--- config.mk ---
export PLATFORM = sky130hd
export DESIGN_NAME = fwsb_status_bank
export DESIGN_NICKNAME = d
export VERILOG_FILES = /design/src/fwsb_pkg.sv /design/src/fwsb_sticky_bank.sv /design/src/fwsb_cause_recorder.sv /design/src/fwsb_status_bank.sv
export VERILOG_INCLUDE_DIRS = /design/src
export SDC_FILE = /design/constraint.sdc
export NUM_CORES = 1
export LEC_CHECK = 0
export BUFFER_PORTS_ARGS = -buffer_cell sky130_fd_sc_hd__clkbuf_2
export CAP_MARGIN = 20
export CORE_MARGIN = 8
export CORE_UTILIZATION = 45
export DETAILED_ROUTE_END_ITERATION = 8
export PLACE_DENSITY_LB_ADDON = 0.05
export SLEW_MARGIN = 5
export SYNTH_ARGS = -nofsm -noshare
export SYNTH_HDL_FRONTEND = slang
export SYNTH_SLANG_ARGS = --single-unit
--- constraint.sdc ---
create_clock -name core_clk -period 1.2 [get_ports core_clk]
set_input_delay 0.06 -clock core_clk [delete_from_list [all_inputs] [get_ports core_clk]]
set_output_delay 0.06 -clock core_clk [all_outputs]
set_load 0.01 [all_outputs]
--- src/fwsb_defs.svh ---
`ifndef FWSB_DEFS_SVH
`define FWSB_DEFS_SVH

// Register offsets
`define FWSB_ADDR_INPUT_STATUS   8'h7c
`define FWSB_ADDR_TEMP_STATUS    8'h7d
`define FWSB_ADDR_VENDOR_STATUS  8'h80

// Reset values
`define FWSB_RST_STATUS          8'h00
`define FWSB_RST_CAUSE           3'h0

// Input status field positions
`define FWSB_IN_OV_FAULT_BIT     7
`define FWSB_IN_OV_WARN_BIT      6
`define FWSB_IN_UV_WARN_BIT      5
`define FWSB_IN_UV_FAULT_BIT     4
`define FWSB_IN_OP_WARN_BIT      0

// Temperature status field positions
`define FWSB_TMP_OVERTEMPERATURE_FAULT_BIT    7
`define FWSB_TMP_OT_WARN_BIT     6

// Vendor status field positions
`define FWSB_VS_FET_HEALTH_BIT   7
`define FWSB_VS_UV_LIVE_BIT      6
`define FWSB_VS_OV_LIVE_BIT      5
`define FWSB_VS_SEVERE_OC_BIT    4
`define FWSB_VS_IN_LIMIT_BIT     3
`define FWSB_VS_CAUSE_MSB        2
`define FWSB_VS_CAUSE_LSB        0

// Shutdown cause codes
`define FWSB_CAUSE_NONE          3'h0
`define FWSB_CAUSE_OVERTEMP      3'h1
`define FWSB_CAUSE_TIMED_OC      3'h2
`define FWSB_CAUSE_FET_HEALTH    3'h3
`define FWSB_CAUSE_UNDERVOLT     3'h4
`define FWSB_CAUSE_OVERVOLT      3'h6

// Index of each latched flag in the sticky bank
`define FWSB_FLG_INPUT_OVERVOLTAGE_FAULT    0
`define FWSB_FLG_INPUT_OVERVOLTAGE_WARNING     1
`define FWSB_FLG_INPUT_UNDERVOLTAGE_WARNING     2
`define FWSB_FLG_INPUT_UNDERVOLTAGE_FAULT    3
`define FWSB_FLG_INPUT_OVERPOWER_WARNING     4
`define FWSB_FLG_OVERTEMPERATURE_FAULT        5
`define FWSB_FLG_OT_WARN         6
`define FWSB_FLG_FET_HEALTH      7
`define FWSB_FLG_SEVERE_OC       8
`define FWSB_FLG_IN_LIMIT        9
`define FWSB_FLG_COUNT           10

`endif

--- src/fwsb_pkg.sv ---
`include "fwsb_defs.svh"

package fwsb_pkg;

    // Events reported by the power monitor and hot swap circuitry
    typedef struct packed {
        logic input_overvoltage_warning;
        logic input_undervoltage_warning;
        logic input_overpower_warning;
        logic overtemperature_fault;
        logic overtemperature_warning;
        logic pass_transistor_health_fault;
        logic severe_overcurrent_fault;
        logic current_limiting_active_flag;
    } fwsb_mon_evt_t;

    // Shutdown requests from the hot swap controller, one per cause
    typedef struct packed {
        logic overtemp;
        logic timed_overcurrent_fault;
        logic transistor_health;
        logic undervolt;
        logic overvolt;
    } fwsb_shdn_req_t;

    // Contents of the three status registers
    typedef struct packed {
        logic [7:0] input_supply_status;
        logic [7:0] temperature_status;
        logic [7:0] vendor_specific_status;
    } fwsb_status_t;

    // Read answer toward the host
    typedef struct packed {
        logic [7:0] data;
        logic       ack;
        logic       unmapped;
    } fwsb_rd_rsp_t;

    // Which register an address selects
    typedef struct packed {
        logic input_sel;
        logic temp_sel;
        logic vendor_sel;
    } fwsb_addr_hit_t;

    // State of the sticky bank
    typedef struct packed {
        logic [`FWSB_FLG_COUNT-1:0] flags;
    } fwsb_bank_state_t;

    // State of the cause recorder
    typedef struct packed {
        logic [2:0] cause;
    } fwsb_cause_state_t;

    // State of the top level
    typedef struct packed {
        fwsb_rd_rsp_t rsp;
        fwsb_status_t view;
    } fwsb_top_state_t;

endpackage

--- src/fwsb_sticky_bank.sv ---
`include "fwsb_defs.svh"

module fwsb_sticky_bank
    import fwsb_pkg::*;
#(
    parameter int WIDTH = `FWSB_FLG_COUNT
) (
    // Clock and reset
    input  wire logic             core_clk,
    input  wire logic             reset_n,
    // Set and clear
    input  wire logic [WIDTH-1:0] set_vec,
    input  wire logic             clear_all,
    // Latched flags
    output logic      [WIDTH-1:0] flags_ff
);

    ////////////////////////////////////////////////////////////////////////////
    logic [WIDTH-1:0] state_ff;
    logic [WIDTH-1:0] nxt_state;

    // Set wins over clear; flags hold otherwise
    genvar gi;
    generate
        for (gi = 0; gi < WIDTH; gi++) begin : g_flag
            always_comb begin
                nxt_state[gi] = set_vec[gi] | (state_ff[gi] & ~clear_all);
            end
        end
    endgenerate

    always_ff @(posedge core_clk or negedge reset_n) begin
        if (!reset_n) begin
            state_ff <= '0;
        end else begin
            state_ff <= nxt_state;
        end
    end

    assign flags_ff = state_ff;

endmodule // fwsb_sticky_bank

--- src/fwsb_cause_recorder.sv ---
`include "fwsb_defs.svh"

module fwsb_cause_recorder
    import fwsb_pkg::*;
(
    // Clock and reset
    input  wire logic           core_clk,
    input  wire logic           reset_n,
    // Shutdown requests and clear
    input  fwsb_shdn_req_t      shdn_req,
    input  wire logic           clear_all,
    // Recorded cause
    output logic [2:0]          cause_ff
);

    ////////////////////////////////////////////////////////////////////////////
    fwsb_cause_state_t state_ff;
    fwsb_cause_state_t nxt_state;

    // Fixed priority: overvoltage, undervoltage, transistor, overcurrent, temperature
    function automatic logic [2:0] encode_cause(input fwsb_shdn_req_t req);
        logic [2:0] code;
        code = `FWSB_CAUSE_NONE;
        if (req.overvolt) begin
            code = `FWSB_CAUSE_OVERVOLT;
        end else if (req.undervolt) begin
            code = `FWSB_CAUSE_UNDERVOLT;
        end else if (req.transistor_health) begin
            code = `FWSB_CAUSE_FET_HEALTH;
        end else if (req.timed_overcurrent_fault) begin
            code = `FWSB_CAUSE_TIMED_OC;
        end else if (req.overtemp) begin
            code = `FWSB_CAUSE_OVERTEMP;
        end
        return code;
    endfunction

    always_comb begin
        nxt_state = state_ff;
        if (|shdn_req) begin
            nxt_state.cause = encode_cause(shdn_req);
        end else if (clear_all) begin
            nxt_state.cause = `FWSB_CAUSE_NONE;
        end
    end

    always_ff @(posedge core_clk or negedge reset_n) begin
        if (!reset_n) begin
            state_ff.cause <= `FWSB_RST_CAUSE;
        end else begin
            state_ff <= nxt_state;
        end
    end

    assign cause_ff = state_ff.cause;

endmodule // fwsb_cause_recorder

--- src/fwsb_status_bank.sv ---
`include "fwsb_defs.svh"

// Notes on behaviour
// - Input bit 7 latches on overvoltage pin.
// - Input bit 6 latches on overvoltage warning.
// - Input bit 5 latches on undervoltage warning.
// - Input bit 4 latches on undervoltage pin.
// - Input bits 3 to 1 read zero.
// - Input bit 0 latches on overpower warning.
// - Temperature bit 7 latches on overtemperature fault.
// - Temperature bit 6 latches on overtemperature warning.
// - Temperature bits 5 to 0 read zero.
// - Vendor bit 7 latches on transistor health.
// - Vendor bit 6 follows undervoltage pin live.
// - Vendor bit 5 follows overvoltage pin live.
// - Vendor bit 4 latches on severe overcurrent.
// - Vendor bit 3 latches while limiting is active.
// - Cause field keeps last shutdown until cleared.
// - Cause reads zero after reset, or after a clear with no shutdown request.
// - Cause codes 001,010,011,100,110 per source.
module fwsb_status_bank
    import fwsb_pkg::*;
(
    // Clock and reset
    input  wire logic           core_clk,
    input  wire logic           reset_n,
    // Pin comparators, high while beyond threshold
    input  wire logic           overvoltage_sense_pin,
    input  wire logic           undervoltage_sense_pin,
    // Monitor and hot swap events
    input  fwsb_mon_evt_t       mon_evt,
    // Shutdown requests
    input  fwsb_shdn_req_t      shdn_req,
    // Host status clear
    input  wire logic           clear_faults,
    // Host read port
    input  wire logic           rd_req,
    input  wire logic [7:0]     rd_addr,
    output logic      [7:0]     rd_data_ff,
    output logic                rd_ack_ff,
    output logic                rd_unmapped_ff,
    // Registered register view and summary
    output fwsb_status_t        status_view_ff,
    output logic                input_active_ff,
    output logic                temp_active_ff,
    output logic                vendor_active_ff
);

    ////////////////////////////////////////////////////////////////////////////
    // Address decode, shared by data select and unmapped flag
    function automatic fwsb_addr_hit_t decode_addr(input logic [7:0] addr);
        fwsb_addr_hit_t hit;
        hit.input_sel  = (addr == `FWSB_ADDR_INPUT_STATUS);
        hit.temp_sel   = (addr == `FWSB_ADDR_TEMP_STATUS);
        hit.vendor_sel = (addr == `FWSB_ADDR_VENDOR_STATUS);
        return hit;
    endfunction

    ////////////////////////////////////////////////////////////////////////////
    // Latched flags
    logic [`FWSB_FLG_COUNT-1:0] flag_set;
    logic [`FWSB_FLG_COUNT-1:0] flags;
    logic [2:0]                 cause;

    always_comb begin
        flag_set = '0;
        flag_set[`FWSB_FLG_INPUT_OVERVOLTAGE_FAULT] = overvoltage_sense_pin;
        flag_set[`FWSB_FLG_INPUT_OVERVOLTAGE_WARNING]  = mon_evt.input_overvoltage_warning;
        flag_set[`FWSB_FLG_INPUT_UNDERVOLTAGE_WARNING]  = mon_evt.input_undervoltage_warning;
        flag_set[`FWSB_FLG_INPUT_UNDERVOLTAGE_FAULT] = undervoltage_sense_pin;
        flag_set[`FWSB_FLG_INPUT_OVERPOWER_WARNING]  = mon_evt.input_overpower_warning;
        flag_set[`FWSB_FLG_OVERTEMPERATURE_FAULT]     = mon_evt.overtemperature_fault;
        flag_set[`FWSB_FLG_OT_WARN]      = mon_evt.overtemperature_warning;
        flag_set[`FWSB_FLG_FET_HEALTH]   = mon_evt.pass_transistor_health_fault;
        flag_set[`FWSB_FLG_SEVERE_OC]    = mon_evt.severe_overcurrent_fault;
        flag_set[`FWSB_FLG_IN_LIMIT]     = mon_evt.current_limiting_active_flag;
    end

    fwsb_sticky_bank #(
        .WIDTH     (`FWSB_FLG_COUNT)
    ) u_flags (
        .core_clk  (core_clk),
        .reset_n   (reset_n),
        .set_vec   (flag_set),
        .clear_all (clear_faults),
        .flags_ff  (flags)
    );

    fwsb_cause_recorder u_cause (
        .core_clk  (core_clk),
        .reset_n   (reset_n),
        .shdn_req  (shdn_req),
        .clear_all (clear_faults),
        .cause_ff  (cause)
    );

    ////////////////////////////////////////////////////////////////////////////
    // Register contents
    fwsb_status_t cur;

    always_comb begin
        cur = '0;
        cur.input_supply_status[`FWSB_IN_OV_FAULT_BIT] = flags[`FWSB_FLG_INPUT_OVERVOLTAGE_FAULT];
        cur.input_supply_status[`FWSB_IN_OV_WARN_BIT]  = flags[`FWSB_FLG_INPUT_OVERVOLTAGE_WARNING];
        cur.input_supply_status[`FWSB_IN_UV_WARN_BIT]  = flags[`FWSB_FLG_INPUT_UNDERVOLTAGE_WARNING];
        cur.input_supply_status[`FWSB_IN_UV_FAULT_BIT] = flags[`FWSB_FLG_INPUT_UNDERVOLTAGE_FAULT];
        cur.input_supply_status[`FWSB_IN_OP_WARN_BIT]  = flags[`FWSB_FLG_INPUT_OVERPOWER_WARNING];
        cur.temperature_status[`FWSB_TMP_OVERTEMPERATURE_FAULT_BIT] = flags[`FWSB_FLG_OVERTEMPERATURE_FAULT];
        cur.temperature_status[`FWSB_TMP_OT_WARN_BIT]  = flags[`FWSB_FLG_OT_WARN];
        cur.vendor_specific_status[`FWSB_VS_FET_HEALTH_BIT] = flags[`FWSB_FLG_FET_HEALTH];
        cur.vendor_specific_status[`FWSB_VS_UV_LIVE_BIT] = undervoltage_sense_pin;
        cur.vendor_specific_status[`FWSB_VS_OV_LIVE_BIT] = overvoltage_sense_pin;
        cur.vendor_specific_status[`FWSB_VS_SEVERE_OC_BIT] = flags[`FWSB_FLG_SEVERE_OC];
        cur.vendor_specific_status[`FWSB_VS_IN_LIMIT_BIT]  = flags[`FWSB_FLG_IN_LIMIT];
        cur.vendor_specific_status[`FWSB_VS_CAUSE_MSB:`FWSB_VS_CAUSE_LSB] = cause;
    end

    ////////////////////////////////////////////////////////////////////////////
    // Read answer and registered view
    fwsb_top_state_t state_ff;
    fwsb_top_state_t nxt_state;
    fwsb_addr_hit_t  hit;

    always_comb begin
        hit                = decode_addr(rd_addr);
        nxt_state          = state_ff;
        nxt_state.view     = cur;
        nxt_state.rsp.ack  = rd_req;
        if (rd_req) begin
            nxt_state.rsp.unmapped = ~(|hit);
            nxt_state.rsp.data     = `FWSB_RST_STATUS;
            if (hit.input_sel) begin
                nxt_state.rsp.data = cur.input_supply_status;
            end else if (hit.temp_sel) begin
                nxt_state.rsp.data = cur.temperature_status;
            end else if (hit.vendor_sel) begin
                nxt_state.rsp.data = cur.vendor_specific_status;
            end
        end
    end

    always_ff @(posedge core_clk or negedge reset_n) begin
        if (!reset_n) begin
            state_ff.rsp.data                  <= `FWSB_RST_STATUS;
            state_ff.rsp.ack                   <= 1'b0;
            state_ff.rsp.unmapped              <= 1'b0;
            state_ff.view.input_supply_status    <= `FWSB_RST_STATUS;
            state_ff.view.temperature_status     <= `FWSB_RST_STATUS;
            state_ff.view.vendor_specific_status <= `FWSB_RST_STATUS;
        end else begin
            state_ff <= nxt_state;
        end
    end

    assign rd_data_ff       = state_ff.rsp.data;
    assign rd_ack_ff        = state_ff.rsp.ack;
    assign rd_unmapped_ff   = state_ff.rsp.unmapped;
    assign status_view_ff   = state_ff.view;
    assign input_active_ff  = |state_ff.view.input_supply_status;
    assign temp_active_ff   = |state_ff.view.temperature_status;
    assign vendor_active_ff = |state_ff.view.vendor_specific_status;

endmodule // fwsb_status_bank

==> results.toml <==
[clock_tree]
clkLatencyLatePin_ns = 0.33
clkSinkCount = 38
numCtsBuffers = 5
cts_tree = "yes"
h-tree-depth = 2
path_clk_slew_ns = 0.11
clk_path_buf_depth = 2
root_buffer = "clkbuf_4"

[final_layout]
syn2layout_area_growth_pct = 39.8
drive_gt1_share_pct = 38.3
n_fill_cell = 253
diodes = 0
finish.utilization_pct = 65.5
layout_common_cells = "clkbuf_2 (54), dfrtp_1 (38), dlygate4sd3_1 (14), nor2_1 (11), a21o_1 (10)"
final_common_cell = "clkbuf_2"
fin_cells = 237
fin_nets = 219

[sta]
drv_slew = 0
min_period_ns = 1.29
timing.fmax_mhz = 777
finalHoldViolCount = 0
rsz0062_at_grt = "true"
skew_ns = 0.00605
setup_violations = 1
fin_ws_ns = -0.0862
fin_crit_sh_pct = 107

[logic_synthesis]
netlist_area_um2 = 1420
seq_area_frac_synth_pct = 67.1
yosys_warnings = 0
ys_ff_latch = 38
syn_avg_cell_area_um2 = 12.2
synth_cell_types = 25
synth_cells = 116

[route]
drc = 0
drt_iter0_markers = 58
drt_first_pass_iters = 4
vias = 1123
wl_per_cell_um = 14.1
avgViaCountPerCell = 4.74
ant_nets = 0
wl_um = 3340

[placement]
dp.cells = 214
place.gp.congestion = 0.775
dp_hpwl_um = 2550
io_buffers = 54

[grt]
antenna_found_initial = 0
grt_pass1_wl_um = 5510
groute.usage.overall_pct = 13.2
grt_start_max_net_pins = 22
overflow = 0
grt_pass1_vias = 1219

[setup_path]
end_kind = "primary output"
start_kind = "flop"
cp.arrival_ns = 1.23
path_class = "flop to primary output"
worstRegToRegCells = 3
required_ns = 1.14
worstPathMaxFanout = 2

[run]
maxCapViolCount = 0

[power]
peakVddDrop_v = 0.000924
powerDensity_nw_per_um2 = 1280
total_leakage_power_nw = 0.959

[status]
run_status = "complete, but fails checks"
violations = "setup timing"

[worst_hold_path]
hold_depth = 1
hp-class = "input port to flop"

[floorplan]
num_rows = 20
io_pins = 64
die_area_um2 = 5200
core_um2 = 3030
floorplan.initialDensity_pct = 46.8
die_h_um = 72.1
die_w_um = 72.1
[per-stage QoR]
stage | total power [mW] | hold WS (ns) | cell area [um2] | TNS (ns) | setup WS, ns
3_3_place_gp | 1.67 | 0.0281 | 1740 | 0 | 0.102
5_1_grt | 2.66 | 0.00500 | 1980 | -0.229 | -0.197
2_1_floorplan | 1.54 | -0.236 | 1450 | 0 | 0.163
3_5_place_dp | 1.68 | 0.0374 | 1740 | 0 | 0.0172
6_report | 2.54 | 0.0101 | 1980 | -0.0862 | -0.0862
4_1_cts | 2.56 | 0.00153 | 1970 | -0.108 | -0.108
[kinds of logic (layout without fill, tap and decap cells)]
kind of cell	count (synthesis)	after routing	synth area share (%)
buffers and inverters	18	87	7.41
DFF	38	38	67.1
and+or+nand+nor	28	28	9.71
AOI/OAI and AO/OA	29	29	13.9
other	1	9	0.265
muxes	2	2	1.59
[sequential cells by signal, indices dropped and copies added (netlist names)]
name	flops
u_flags.flags_ff	10
rd_ack_ff	1
rd_data_ff	8
status_view_ff	15
u_cause.cause_ff	3
rd_unmapped_ff	1
[where the power goes]
| part | switching (mW) | internal (mW) |
|---|---|---|
| registers | 0.0519 | 1.35 |
| clock network | 0.409 | 0.432 |
| logic | 0.150 | 0.142 |
| total | 0.611 | 1.93 |
[what timing repair did]
action / CTS / global route
hold buffers: 14 / 0
pin swaps: 2 / 2
endpoints found under the hold margin: 32 / 0
setup endpoints to repair: 2 / 3
setup buffers: 0 / 1
resized for setup: 3 / 1
[layer usage]
layer / GRT usage (%) / vias to the layer above / wire length (um)
li1: - / 535 / -
met1: 16.6 / 540 / 1470
met2: 19.9 / 44 / 1550
met3: 5.65 / 4 / 283
met4: 4.54 / 0 / 40
met5: 0 / - / 0
[final cells by class]
class	count	area (um2)	area share [%]
multi-input cells	68	412	20.8
clock buffers	5	37.5	1.89
repair buffers	74	468	23.6
clock inverters	3	40.0	2.02
well taps	44	55.1	2.78
inverters	5	18.8	0.947
flip-flops and latches	38	951	48.0
[cell usage after synthesis]
library cell	n	area share, %
nand2_1	4	1.1
a21boi_0	1	0.53
nand3_1	3	1.1
mux2_2	2	1.6
o21a_1	1	0.53
o21bai_1	1	0.53
buf_4	10	5.3
o2bb2ai_1	1	0.62
nor2b_1	1	0.44
conb_1	1	0.26
a22oi_1	4	2.1
nor3_1	2	0.71
a21o_1	10	5.3
inv_1	5	1.3
dfrtp_1	38	67
a311o_1	1	0.71
a21oi_1	5	1.8
nand4b_1	1	0.62
or2_2	1	0.44
nor4_1	4	1.8
and4b_1	1	0.71
nor2_1	11	2.9
o21ai_0	4	1.4
clkbuf_1	3	0.79
a31oi_1	1	0.44
[critical path: stages (launching register included)]
cell	delay (ns)
dfrtp_1	0.41
nor4_2	0.29
nand2_1	0.07
clkbuf_2	0.13
[worst paths after layout]
kind	end	slack (ns)	startpoint
max reg2reg	rd_data_ff[6]$_DFFE_PN0P_	0.15	u_flags.flags_ff[6]$_DFF_PN0_
min	rd_ack_ff$_DFF_PN0_	0.01	rd_req
max in group asynchronous	rd_data_ff[3]$_DFFE_PN0P_	0.53	reset_n
max	vendor_active_ff	-0.09	status_view_ff[1]$_DFF_PN0_
min reg2reg	status_view_ff[23]$_DFF_PN0_	0.42	u_flags.flags_ff[0]$_DFF_PN0_
min in group asynchronous	status_view_ff[21]$_DFF_PN0_	0.21	reset_n
Power figures use the tool's default switching activity.
